$ cat src/logic/misc_regs_pkg.sv
// Constants for the miscellaneous timer, pin and switch register group
package misc_regs_pkg;
   // Register byte offsets
   localparam logic [7:0] OFS_CI_IND_IN   = 8'h31;
   localparam logic [7:0] OFS_CI_CMD_OUT  = 8'h32;
   localparam logic [7:0] OFS_GCI_EVENTS  = 8'h34;
   localparam logic [7:0] OFS_GCI_MASK    = 8'h35;
   localparam logic [7:0] OFS_TENTH_TIMER = 8'h38;
   localparam logic [7:0] OFS_MS_TIMER    = 8'h39;
   localparam logic [7:0] OFS_PIN_DIR     = 8'h3a;
   localparam logic [7:0] OFS_PIN_DATA    = 8'h3b;
   localparam logic [7:0] OFS_SWITCH_CTRL = 8'h3c;
   localparam logic [7:0] OFS_AUX_ONE     = 8'h3d;

   // Reset values
   localparam logic [5:0] RST_CI_CMD  = 6'h3f;
   localparam logic [7:0] RST_MASK    = 8'hf7;
   localparam logic [7:0] RST_ZERO    = 8'h00;

   // Event register and mask field positions
   localparam int EV_CI_CHANGE = 0;
   localparam int EV_MON_ZERO  = 3;
   localparam int EV_MON_ONE   = 4;
   localparam logic [7:0] MASK_FIXED_ONES = 8'he0;
   localparam logic [7:0] EVENT_BITS      = 8'h19;
   localparam int MASK_SPARE_LSB          = 1;

   // Timer register fields
   localparam int TMR_MODE_BIT  = 7;
   localparam int TMR_IDLE_BIT  = 6;

   // Switch control fields
   localparam int SW_BUS_SEL    = 6;
   localparam int SW_REM_LOOP   = 5;
   localparam int SW_CROSS      = 4;
   localparam int SW_B2_LSB     = 2;
   localparam int SW_B1_LSB     = 0;
   localparam logic [1:0] BSW_L2_L1  = 2'h0;
   localparam logic [1:0] BSW_L1_PCM = 2'h1;
   localparam logic [1:0] BSW_PCM_L2 = 2'h2;

   // Aux control one fields
   localparam int AUX_SOFT_RESET_BIT_BIT  = 5;
   localparam int AUX_PD_BIT    = 2;

   // Timing
   localparam int CLK_HZ          = 125_000_000;
   localparam int HALF_MS_US      = 500;
   localparam int HALF_MS_CYCLES  = CLK_HZ / 1_000_000 * HALF_MS_US;
   localparam int SOFT_RESET_BIT_HOLD_MS    = 1;
   localparam int SOFT_RESET_BIT_HOLD_CYCLES = CLK_HZ / 1000 * SOFT_RESET_BIT_HOLD_MS;
   localparam int TENTH_S_MS      = 100;
   localparam logic [7:0] HALF_MS_PER_TENTH = 8'(2 * TENTH_S_MS);
endpackage

$ cat src/logic/misc_timer_switch_regs.sv
// Miscellaneous GCI event, timer, pin and switch register group
// Overview of operation
// RL1: CI command register drives six-bit CI1 code, resets to ones, reads back.
// RL2: Received CI1 code readable; any change flags an event, TE mode only.
// RL3: Monitor channel 1 or 0 status change sets event bit 4 or 3.
// RL4: Mask bit set disables event; bits 7-5 read one, bit 3 zero.
// RL5: Tenth-second timer stops after one expiry or repeats, by mode bit.
// RL6: Tenth-second expiry interval is count field times 0.1 s.
// RL7: Host starts timer via start bit; reads then give current count.
// RL8: Host adds clock-enable command when layer 1 is not active.
// RL9: Tenth-second timer stops at single expiry and on any rewrite.
// RL10: Millisecond timer starts on nonzero write, 1-63 ms, event at zero.
// RL11: Wave pin goes high on start, toggles every half count.
// RL12: Millisecond timer stops at single expiry or zero write; pin idles.
// RL13: Direction bit 0 makes a pin input, 1 drives it.
// RL14: Pin data reads live pin levels; written bits drive output pins.
// RL15: Upper two pins act as interrupt inputs unless mode bits cleared.
// RL16: Bus select bit routes codec to PCM when 1, GCI when 0.
// RL17: Remote loopback returns transmitted PCM data into received PCM.
// RL18: Cross-connect pairs PCM ports straight when 0, swapped when 1.
// RL19: B switch codes 00, 01, 10 select the three channel paths.
// RL20: Soft reset held 1 ms resets like hardware; accesses inhibited. Code still accepts writes to aux control one during it.
// RL21: Power-down enable resets to 0; when set, idle line powers down.
// RL22: Reading the event register clears the bits it returned.
//
// Local design decision: register access over Wishbone.
`timescale 1ns/1ps
module misc_timer_switch_regs
   import misc_regs_pkg::*;
#(
   parameter int HALF_MS_COUNT = HALF_MS_CYCLES,
   parameter int SOFT_RESET_BIT_HOLD     = SOFT_RESET_BIT_HOLD_CYCLES,
   parameter int PCM_WIDTH     = 8
) (
   input  wire logic                 CLK_SYS,
   input  wire logic                 SYS_RST,
   input  wire logic [7:0]           ADR_I,
   input  wire logic [7:0]           DAT_I,
   output logic      [7:0]           DAT_O,
   input  wire logic                 WE_I,
   input  wire logic                 CYC_I,
   input  wire logic                 STB_I,
   output logic                      ACK_O,
   input  wire logic                 TE_MODE,
   input  wire logic [5:0]           CI_IND_IN,
   output logic      [5:0]           CI_CMD_OUT,
   input  wire logic                 MON_ONE_CHANGE,
   input  wire logic                 MON_ZERO_CHANGE,
   output logic                      GCI_EVENT_IRQ,
   input  wire logic                 SLOW_TIMER_START,
   output logic                      SLOW_TIMER_EXPIRY,
   output logic                      FAST_TIMER_EVENT,
   output logic                      TIMER_WAVE_PIN,
   input  wire logic [3:0]           GP_PIN_IN,
   output logic      [3:0]           GP_PIN_OUT,
   output logic      [3:0]           GP_PIN_OE_N,
   input  wire logic [1:0]           EXT_INT_MODE,
   output logic                      CODEC_BUS_SELECT,
   output logic                      PCM_CROSS_CONNECT,
   output logic      [1:0]           B1_SWITCH_FIELD,
   output logic      [1:0]           B2_SWITCH_FIELD,
   input  wire logic [PCM_WIDTH-1:0] PCM_TX_DATA,
   input  wire logic [PCM_WIDTH-1:0] PCM_LINE_RX,
   output logic      [PCM_WIDTH-1:0] PCM_RX_DATA,
   input  wire logic                 LINE_INFO0_ONLY,
   output logic                      POWER_DOWN,
   output logic                      SOFT_RESET_ACTIVE
);

   // Effective mask: bits 7-5 one, bit 3 zero so monitor zero stays unmaskable
   function automatic logic [7:0] mask_view(input logic m_one, input logic [1:0] m_spare, input logic m_ci);
      mask_view = MASK_FIXED_ONES;
      mask_view[EV_MON_ONE] = m_one;
      mask_view[MASK_SPARE_LSB +: 2] = m_spare;
      mask_view[EV_CI_CHANGE] = m_ci;
   endfunction

   logic        ack_reg;
   logic [7:0]  dat_reg;
   logic        access;
   logic        wr_ok;
   logic        rd_ok;
   logic        soft_reset_bit_reg;
   logic [31:0] soft_reset_bit_cnt_reg;
   logic        core_rst;
   logic        pd_reg;
   logic [5:0]  ci_cmd_reg;
   logic [5:0]  ci_seen_reg;
   logic [7:0]  events_reg;
   logic [7:0]  events_next;
   logic        mask_one_reg;
   logic        mask_ci_reg;
   logic [1:0]  mask_spare_reg;
   logic [7:0]  slow_cfg_reg;
   logic [6:0]  slow_cur_reg;
   logic        slow_run_reg;
   logic        slow_started_reg;
   logic [7:0]  tenth_cnt_reg;
   logic [7:0]  fast_cfg_reg;
   logic        fast_run_reg;
   logic [5:0]  fast_ph_reg;
   logic        fast_half_reg;
   logic        wave_reg;
   logic [31:0] half_ms_cnt_reg;
   logic        half_ms_tick;
   logic [3:0]  dir_reg;
   logic [3:0]  pin_data_reg;
   logic [6:0]  switch_reg;
   logic [7:0]  rd_data;

   // Slave acknowledges one cycle after the strobe; writes land on that edge
   assign access = CYC_I & STB_I & ~ack_reg;
   assign wr_ok  = access & WE_I & (~soft_reset_bit_reg | (ADR_I == OFS_AUX_ONE)); // RL20
   assign rd_ok  = access & ~WE_I & ~soft_reset_bit_reg; // RL20

   always_ff @(posedge CLK_SYS) begin
      if (SYS_RST) begin
         ack_reg <= 1'b0;
         dat_reg <= RST_ZERO;
      end else begin
         ack_reg <= access;
         if (access) begin
            dat_reg <= rd_ok ? rd_data : RST_ZERO;
         end
      end
   end

   assign ACK_O = ack_reg;
   assign DAT_O = dat_reg;

   // Soft reset bit survives its own reset; only the host or the pin clears it
   always_ff @(posedge CLK_SYS) begin
      if (SYS_RST) begin
         soft_reset_bit_reg     <= 1'b0;
         soft_reset_bit_cnt_reg <= '0;
         core_rst     <= 1'b0;
      end else begin
         if (wr_ok && ADR_I == OFS_AUX_ONE) begin
            soft_reset_bit_reg <= DAT_I[AUX_SOFT_RESET_BIT_BIT];
         end
         if (!soft_reset_bit_reg) begin
            soft_reset_bit_cnt_reg <= '0;
            core_rst     <= 1'b0;
         end else if (soft_reset_bit_cnt_reg >= 32'(SOFT_RESET_BIT_HOLD - 1)) begin
            core_rst <= 1'b1; // RL20
         end else begin
            soft_reset_bit_cnt_reg <= soft_reset_bit_cnt_reg + 32'd1;
         end
      end
   end

   assign SOFT_RESET_ACTIVE = core_rst;

   // Shared half-millisecond time base
   // Free-running, so a timer's first tick may come up to half a ms early
   always_ff @(posedge CLK_SYS) begin
      if (SYS_RST || core_rst) begin
         half_ms_cnt_reg <= '0;
         half_ms_tick    <= 1'b0;
      end else if (half_ms_cnt_reg >= 32'(HALF_MS_COUNT - 1)) begin
         half_ms_cnt_reg <= '0;
         half_ms_tick    <= 1'b1;
      end else begin
         half_ms_cnt_reg <= half_ms_cnt_reg + 32'd1;
         half_ms_tick    <= 1'b0;
      end
   end

   // CI command and received code watch
   // Seen code tracks the input through reset, so release flags no false change
   always_ff @(posedge CLK_SYS) begin
      if (SYS_RST || core_rst) begin
         ci_cmd_reg  <= RST_CI_CMD; // RL1
         ci_seen_reg <= CI_IND_IN;
      end else begin
         if (wr_ok && ADR_I == OFS_CI_CMD_OUT) begin
            ci_cmd_reg <= DAT_I[5:0]; // RL1
         end
         ci_seen_reg <= CI_IND_IN;
      end
   end

   assign CI_CMD_OUT = ci_cmd_reg;

   // Event flags: new events beat the read clear in the same cycle
   always_comb begin
      events_next = events_reg;
      if (rd_ok && ADR_I == OFS_GCI_EVENTS) begin
         events_next = RST_ZERO; // RL22
      end
      if (TE_MODE && CI_IND_IN != ci_seen_reg) begin
         events_next[EV_CI_CHANGE] = 1'b1; // RL2
      end
      if (MON_ZERO_CHANGE) begin
         events_next[EV_MON_ZERO] = 1'b1; // RL3
      end
      if (MON_ONE_CHANGE) begin
         events_next[EV_MON_ONE] = 1'b1; // RL3
      end
   end

   always_ff @(posedge CLK_SYS) begin
      if (SYS_RST || core_rst) begin
         events_reg    <= RST_ZERO;
         GCI_EVENT_IRQ <= 1'b0;
      end else begin
         events_reg    <= events_next & EVENT_BITS;
         GCI_EVENT_IRQ <= |(events_next & EVENT_BITS & ~mask_view(mask_one_reg, mask_spare_reg, mask_ci_reg)); // RL4
      end
   end

   // Mask bits 2-1 gate no event but keep their reset ones for software
   always_ff @(posedge CLK_SYS) begin
      if (SYS_RST || core_rst) begin
         mask_one_reg   <= RST_MASK[EV_MON_ONE];
         mask_spare_reg <= RST_MASK[MASK_SPARE_LSB +: 2];
         mask_ci_reg    <= RST_MASK[EV_CI_CHANGE];
      end else if (wr_ok && ADR_I == OFS_GCI_MASK) begin
         mask_one_reg   <= DAT_I[EV_MON_ONE]; // RL4
         mask_spare_reg <= DAT_I[MASK_SPARE_LSB +: 2];
         mask_ci_reg    <= DAT_I[EV_CI_CHANGE];
      end
   end

   // Tenth-second timer, ticking every 200 half-millisecond ticks
   always_ff @(posedge CLK_SYS) begin
      if (SYS_RST || core_rst) begin
         slow_cfg_reg      <= RST_ZERO;
         slow_cur_reg      <= '0;
         slow_run_reg      <= 1'b0;
         slow_started_reg  <= 1'b0;
         tenth_cnt_reg     <= '0;
         SLOW_TIMER_EXPIRY <= 1'b0;
      end else begin
         SLOW_TIMER_EXPIRY <= 1'b0;
         if (wr_ok && ADR_I == OFS_TENTH_TIMER) begin
            slow_cfg_reg     <= DAT_I;
            slow_run_reg     <= 1'b0; // RL9
            slow_started_reg <= 1'b0;
         end else if (SLOW_TIMER_START && slow_cfg_reg[6:0] != 7'h00) begin
            // Start request arrives only once clocks run on the line side
            slow_cur_reg     <= slow_cfg_reg[6:0]; // RL7 RL8
            slow_run_reg     <= 1'b1;
            slow_started_reg <= 1'b1;
            tenth_cnt_reg    <= '0;
         end else if (slow_run_reg && half_ms_tick) begin
            if (tenth_cnt_reg == HALF_MS_PER_TENTH - 8'd1) begin
               tenth_cnt_reg <= '0;
               if (slow_cur_reg == 7'd1) begin
                  SLOW_TIMER_EXPIRY <= 1'b1; // RL6
                  slow_cur_reg      <= slow_cfg_reg[6:0];
                  slow_run_reg      <= slow_cfg_reg[TMR_MODE_BIT]; // RL5 RL9
               end else begin
                  slow_cur_reg <= slow_cur_reg - 7'd1;
               end
            end else begin
               tenth_cnt_reg <= tenth_cnt_reg + 8'd1;
            end
         end
      end
   end

   // Millisecond timer: each half of the wave lasts count half-milliseconds
   // A rewrite before expiry restarts the count with the new value
   always_ff @(posedge CLK_SYS) begin
      if (SYS_RST || core_rst) begin
         fast_cfg_reg     <= RST_ZERO;
         fast_run_reg     <= 1'b0;
         fast_ph_reg      <= '0;
         fast_half_reg    <= 1'b0;
         wave_reg         <= 1'b0;
         FAST_TIMER_EVENT <= 1'b0;
      end else begin
         FAST_TIMER_EVENT <= 1'b0;
         if (wr_ok && ADR_I == OFS_MS_TIMER) begin
            fast_cfg_reg  <= DAT_I;
            fast_run_reg  <= DAT_I[5:0] != 6'h00; // RL10 RL12
            fast_ph_reg   <= '0;
            fast_half_reg <= 1'b0;
            wave_reg      <= (DAT_I[5:0] != 6'h00) ? 1'b1 : DAT_I[TMR_IDLE_BIT]; // RL11 RL12
         end else if (!fast_run_reg) begin
            wave_reg <= fast_cfg_reg[TMR_IDLE_BIT]; // RL12
         end else if (half_ms_tick) begin
            if (fast_ph_reg == fast_cfg_reg[5:0] - 6'd1) begin
               fast_ph_reg   <= '0;
               fast_half_reg <= ~fast_half_reg;
               wave_reg      <= ~wave_reg; // RL11
               if (fast_half_reg) begin
                  FAST_TIMER_EVENT <= 1'b1; // RL10
                  if (!fast_cfg_reg[TMR_MODE_BIT]) begin
                     fast_run_reg <= 1'b0; // RL12
                     wave_reg     <= fast_cfg_reg[TMR_IDLE_BIT];
                  end
               end
            end else begin
               fast_ph_reg <= fast_ph_reg + 6'd1;
            end
         end
      end
   end

   assign TIMER_WAVE_PIN = wave_reg;

   // General-purpose pins; upper two yield to interrupt mode
   // Drive and enables come from flops, so a write never glitches a pin
   always_ff @(posedge CLK_SYS) begin
      if (SYS_RST || core_rst) begin
         dir_reg      <= '0;
         pin_data_reg <= '0;
         GP_PIN_OUT   <= '0;
         GP_PIN_OE_N  <= 4'hf;
      end else begin
         if (wr_ok && ADR_I == OFS_PIN_DIR) begin
            dir_reg <= DAT_I[3:0];
         end
         if (wr_ok && ADR_I == OFS_PIN_DATA) begin
            pin_data_reg <= DAT_I[3:0];
         end
         GP_PIN_OUT  <= pin_data_reg; // RL14
         GP_PIN_OE_N <= ~(dir_reg & {~EXT_INT_MODE, 2'b11}); // RL13 RL15
      end
   end

   // Channel switching and PCM loopback
   always_ff @(posedge CLK_SYS) begin
      if (SYS_RST || core_rst) begin
         switch_reg  <= '0;
         PCM_RX_DATA <= '0;
      end else begin
         if (wr_ok && ADR_I == OFS_SWITCH_CTRL) begin
            switch_reg <= DAT_I[6:0];
         end
         PCM_RX_DATA <= switch_reg[SW_REM_LOOP] ? PCM_TX_DATA : PCM_LINE_RX; // RL17
      end
   end

   assign CODEC_BUS_SELECT  = switch_reg[SW_BUS_SEL]; // RL16
   assign PCM_CROSS_CONNECT = switch_reg[SW_CROSS]; // RL18
   assign B1_SWITCH_FIELD   = switch_reg[SW_B1_LSB +: 2]; // RL19
   assign B2_SWITCH_FIELD   = switch_reg[SW_B2_LSB +: 2]; // RL19

   // Power-down enable; a soft reset clears it like the pin
   always_ff @(posedge CLK_SYS) begin
      if (SYS_RST || core_rst) begin
         pd_reg     <= 1'b0; // RL21
         POWER_DOWN <= 1'b0;
      end else begin
         if (wr_ok && ADR_I == OFS_AUX_ONE) begin
            pd_reg <= DAT_I[AUX_PD_BIT];
         end
         POWER_DOWN <= pd_reg & LINE_INFO0_ONLY; // RL21
      end
   end

   // Read multiplexer
   // Unmapped offsets read zero
   always_comb begin
      rd_data = RST_ZERO;
      unique case (ADR_I)
         OFS_CI_IND_IN:   rd_data = {2'b00, CI_IND_IN}; // RL2
         OFS_CI_CMD_OUT:  rd_data = {2'b00, ci_cmd_reg}; // RL1
         OFS_GCI_EVENTS:  rd_data = events_reg; // RL22
         OFS_GCI_MASK:    rd_data = mask_view(mask_one_reg, mask_spare_reg, mask_ci_reg); // RL4
         OFS_TENTH_TIMER: rd_data = slow_started_reg ?
                                    {slow_cfg_reg[TMR_MODE_BIT], slow_cur_reg} : slow_cfg_reg; // RL7
         OFS_MS_TIMER:    rd_data = fast_cfg_reg;
         OFS_PIN_DIR:     rd_data = {4'h0, dir_reg};
         OFS_PIN_DATA:    rd_data = {4'h0, GP_PIN_IN}; // RL14
         OFS_SWITCH_CTRL: rd_data = {1'b0, switch_reg};
         OFS_AUX_ONE:     rd_data = {2'b00, soft_reset_bit_reg, 2'b00, pd_reg, 2'b00};
         default:         rd_data = RST_ZERO;
      endcase
   end

endmodule

$ cat config.mk
export PLATFORM = sky130hd
export DESIGN_NAME = misc_timer_switch_regs
export DESIGN_NICKNAME = d
export VERILOG_FILES = /design/src/logic/misc_regs_pkg.sv /design/src/logic/misc_timer_switch_regs.sv
export SDC_FILE = /design/constraint.sdc
export NUM_CORES = 1
export LEC_CHECK = 0
export BUFFER_PORTS_ARGS = -buffer_cell sky130_fd_sc_hd__buf_2
export CAP_MARGIN = 20
export CELL_PAD_IN_SITES_DETAIL_PLACEMENT = 1
export CELL_PAD_IN_SITES_GLOBAL_PLACEMENT = 2
export CORE_MARGIN = 2
export CORE_UTILIZATION = 39
export DETAILED_ROUTE_END_ITERATION = 10
export PLACE_DENSITY = 0.83
export SYNTH_ARGS = -nofsm -noshare
export SYNTH_HDL_FRONTEND = slang
export SYNTH_SLANG_ARGS = --single-unit
$ cat constraint.sdc
create_clock -name CLK_SYS -period 5.5 [get_ports CLK_SYS]
set_input_delay 1.375 -clock CLK_SYS [delete_from_list [all_inputs] [get_ports CLK_SYS]]
set_output_delay 1.375 -clock CLK_SYS [all_outputs]
set_load 0.02 [all_outputs]
==> impl_metrics.csv <==
group,metric,value,unit
run_status,status,"finished, final reports clean",
cells_and_area,final_net_count,970,
hold_path,hold_path_end,"GP_PIN_OE_N[0]",
cells_and_area,layout_commonest_cell,"dfxtp_1",
cells_and_area,finalNonFillerCells,1187,
cells_and_area,final_util,46.1,%
timing,relSlewSlack,42.8,%
synth,ys_warn_count,0,
floorplan,boundaryPins,97,
timing,rsz0062_at_grt,"no",
synth,synthFlopType,"dfxtp_1",
clocking,htreeDepth,4,
cells_and_area,diodes,0,
cells_and_area,area_growth,16.8,%
synth,yosys.area.top_type,"dfxtp_1",
setup_path,cp-end-kind,"flip-flop",
detailed_routing,drt-pass1-iter-count,4,
detailed_routing,routedWlPerCell,17.4,um
synth,syn_area,7640,um^2
detailed_routing,drt-total-wl,20.7,mm
cells_and_area,drive_gt1_share,17.7,%
global_route,antenna_found_initial,0,
clocking,post_cts_buffers,0,
synth,syn_inst,817,
timing,fmax,293,MHz
cells_and_area,mostFrequentLayoutCells,"173 x dfxtp_1, 96 x buf_2, 87 x nand2_1, 75 x nor2_1, 53 x mux2i_1",
pwr,power_density,297,nW/um^2
setup_path,arrival,3750,ps
timing,drv_slew,0,
global_route,grtUsageTotal,20.5,%
clocking,cts_tree,"built",
setup_path,critPathLaunchType,"input port",
floorplan,core,19300,um^2
setup_path,crit-reg2reg-capture,"fast_ph_reg[2]",
hold_path,worstHoldStart,"dir_reg[0]",
synth,ys_async_sr_fraction,0,%
detailed_routing,drt_drc_violations_left,0,
setup_path,r2r_cells,7,
clocking,cts_sinks,173,
clocking,cts_resized,0,
synth,synth_seq_cells,173,
pwr,ir_drop,208,uV
clocking,cts_root_buf,"clkbuf_16",
placed_design,routabilityCongestion,0.819,
clocking,numCtsBuffers,17,
timing,setup_viol,0,
floorplan,start_util,39.5,%
detailed_routing,dr_total_vias,6350,
setup_path,worstSetupPathType,"in2reg",
placed_design,hpwlAfterDp,14.7,mm
timing,final.setup.tns,0,ps
timing,min_period_over_period,62.0,%
synth,syn_avg_cell_area,9.35,um^2
detailed_routing,drtIter0Drc,387,
setup_path,worst-path-max-fanout,11,
clocking,cts_hold_buf,0,
placed_design,dp_cells,1155,
setup_path,crit_required,5840,ps
pwr,p_leak,3.64,nW
timing,worstMarginPinSlew,847,ps
clocking,insertion_delay,430,ps
run,maxCapViolCount,0,
setup_path,timing.rr.start,"fast_cfg_reg[0]",
floorplan,die_x,144,um
timing,hold_viol_final,0,
synth,synthTopCellsByArea,"dfxtp_1 45%, mux2i_1 6.9%, nand2_1 4.3%, nor2_1 3.7%, a21oi_1 2.8%",
synth,synth_top_area_share,45.3,%
synth,synth_edf_count,0,
setup_path,r2r_slack,3000,ps
global_route,grt_overflow,0,
timing,fin_worst_skew,8.68,ps
synth,synth-seq-area-share,45.3,%
global_route,grt_pass1_wl,33.1,mm
global_route,first_global_vias,6236,
timing,finalCriticalPeriod,3410,ps
global_route,grt_max_degree,35,
hold_path,hp-class,"reg2reg",
hold_path,holdPathStages,1,
placed_design,io_buffers,96,
floorplan,die_area,20700,um^2
detailed_routing,via_per_inst,5.35,
clocking,clk_pin_slew_worst_paths,70,ps
detailed_routing,antenna_left,0,
synth,ys_types,81,
clocking,cts_buffer_depth,2,
floorplan,num_rows,51,
floorplan,die-height,144,um
## how the worst max path moves through the flow
stage / from / end / cells after the start
finish: ADR_I[6] / TIMER_WAVE_PIN / 6
global route: ADR_I[6] / TIMER_WAVE_PIN / 6
CTS: ADR_I[6] / TIMER_WAVE_PIN / 6
detailed placement: ADR_I[6] / tenth_cnt_reg[7] / 6
global placement: ADR_I[6] / tenth_cnt_reg[5] / 6
floorplan: ADR_I[3] / slow_cur_reg[4] / 7
## area by class of cell
| class | count | area (um^2) |
|---|---|---|
| fillers | 2264 | 10400 |
| inverters | 21 | 78.8 |
| flip-flops and latches | 173 | 3460 |
| well taps | 265 | 332 |
| repair buffers | 99 | 503 |
| multi-input cells | 597 | 3930 |
| clock buffers | 17 | 425 |
| clock inverters | 15 | 184 |
## metrics by stage
step / cell area [um^2] / hold slack (ps) / total power, mW / setup slack [ps]
floorplan: 7690 / 374 / 1.36 / 2530
global placement: 8310 / 414 / 1.41 / 1780
CTS: 8920 / 432 / 2.68 / 2170
detailed placement: 8310 / 416 / 1.41 / 1720
finish: 8920 / 439 / 2.65 / 2090
global route: 8920 / 452 / 2.74 / 1910
## worst max-delay path, cell delays in order
cell and delay [ps]:
buf_2 120, nand4bb_1 550, nor3_2 500, nand3_1 580, or3_1 540, o31ai_1 70
## where the power goes
group          internal, mW  switching, mW  leakage (nW)
registers              1.27        0.00603          1.41
logic                0.0377         0.0708          1.95
clock network         0.722          0.542         0.285
total                  2.03          0.619          3.64
## cells by family after synthesis
group	count (synthesis)	synth area share, %
adder cells (fa/ha/maj)	7	1.15
flip-flops	173	45.3
AO/OA/AOI/OAI	145	14.0
other	1	0.0491
XOR/XNOR	32	3.67
AND/OR/NAND/NOR	335	23.2
buffers and inverters	62	3.95
multiplexers	62	8.72
## Yosys cell counts, drive strengths merged, types with 5 or more instances
master,instances
nand2,87
buf,15
o31ai,14
a22o,6
nor2b,8
o32ai,6
nor4,20
and2,21
mux2,6
nor2,77
nand4,12
a22oi,5
o21ai,21
or4,11
nand3b,6
nor3,12
a21oi,44
and3,14
nand3,26
nand2b,6
clkbuf,26
xor2,17
a211oi,7
xnor2,15
inv,21
mux2i,53
dfxtp,173
ha,7
or3,10
## metal layers
| metal | part of all wire (%) | wire (um) | GRT usage (%) | vias up |
|---|---|---|---|---|
| met4 | 1.2 | 239 | 4.75 | 0 |
| met5 | 0 | 0 | 0 | - |
| met3 | 4.4 | 908 | 4.90 | 18 |
| met1 | 48 | 9890 | 28.0 | 3099 |
| met2 | 47 | 9640 | 32.9 | 122 |
| li1 | - | - | - | 3111 |
No activity file was read; power rests on OpenSTA's default activity.
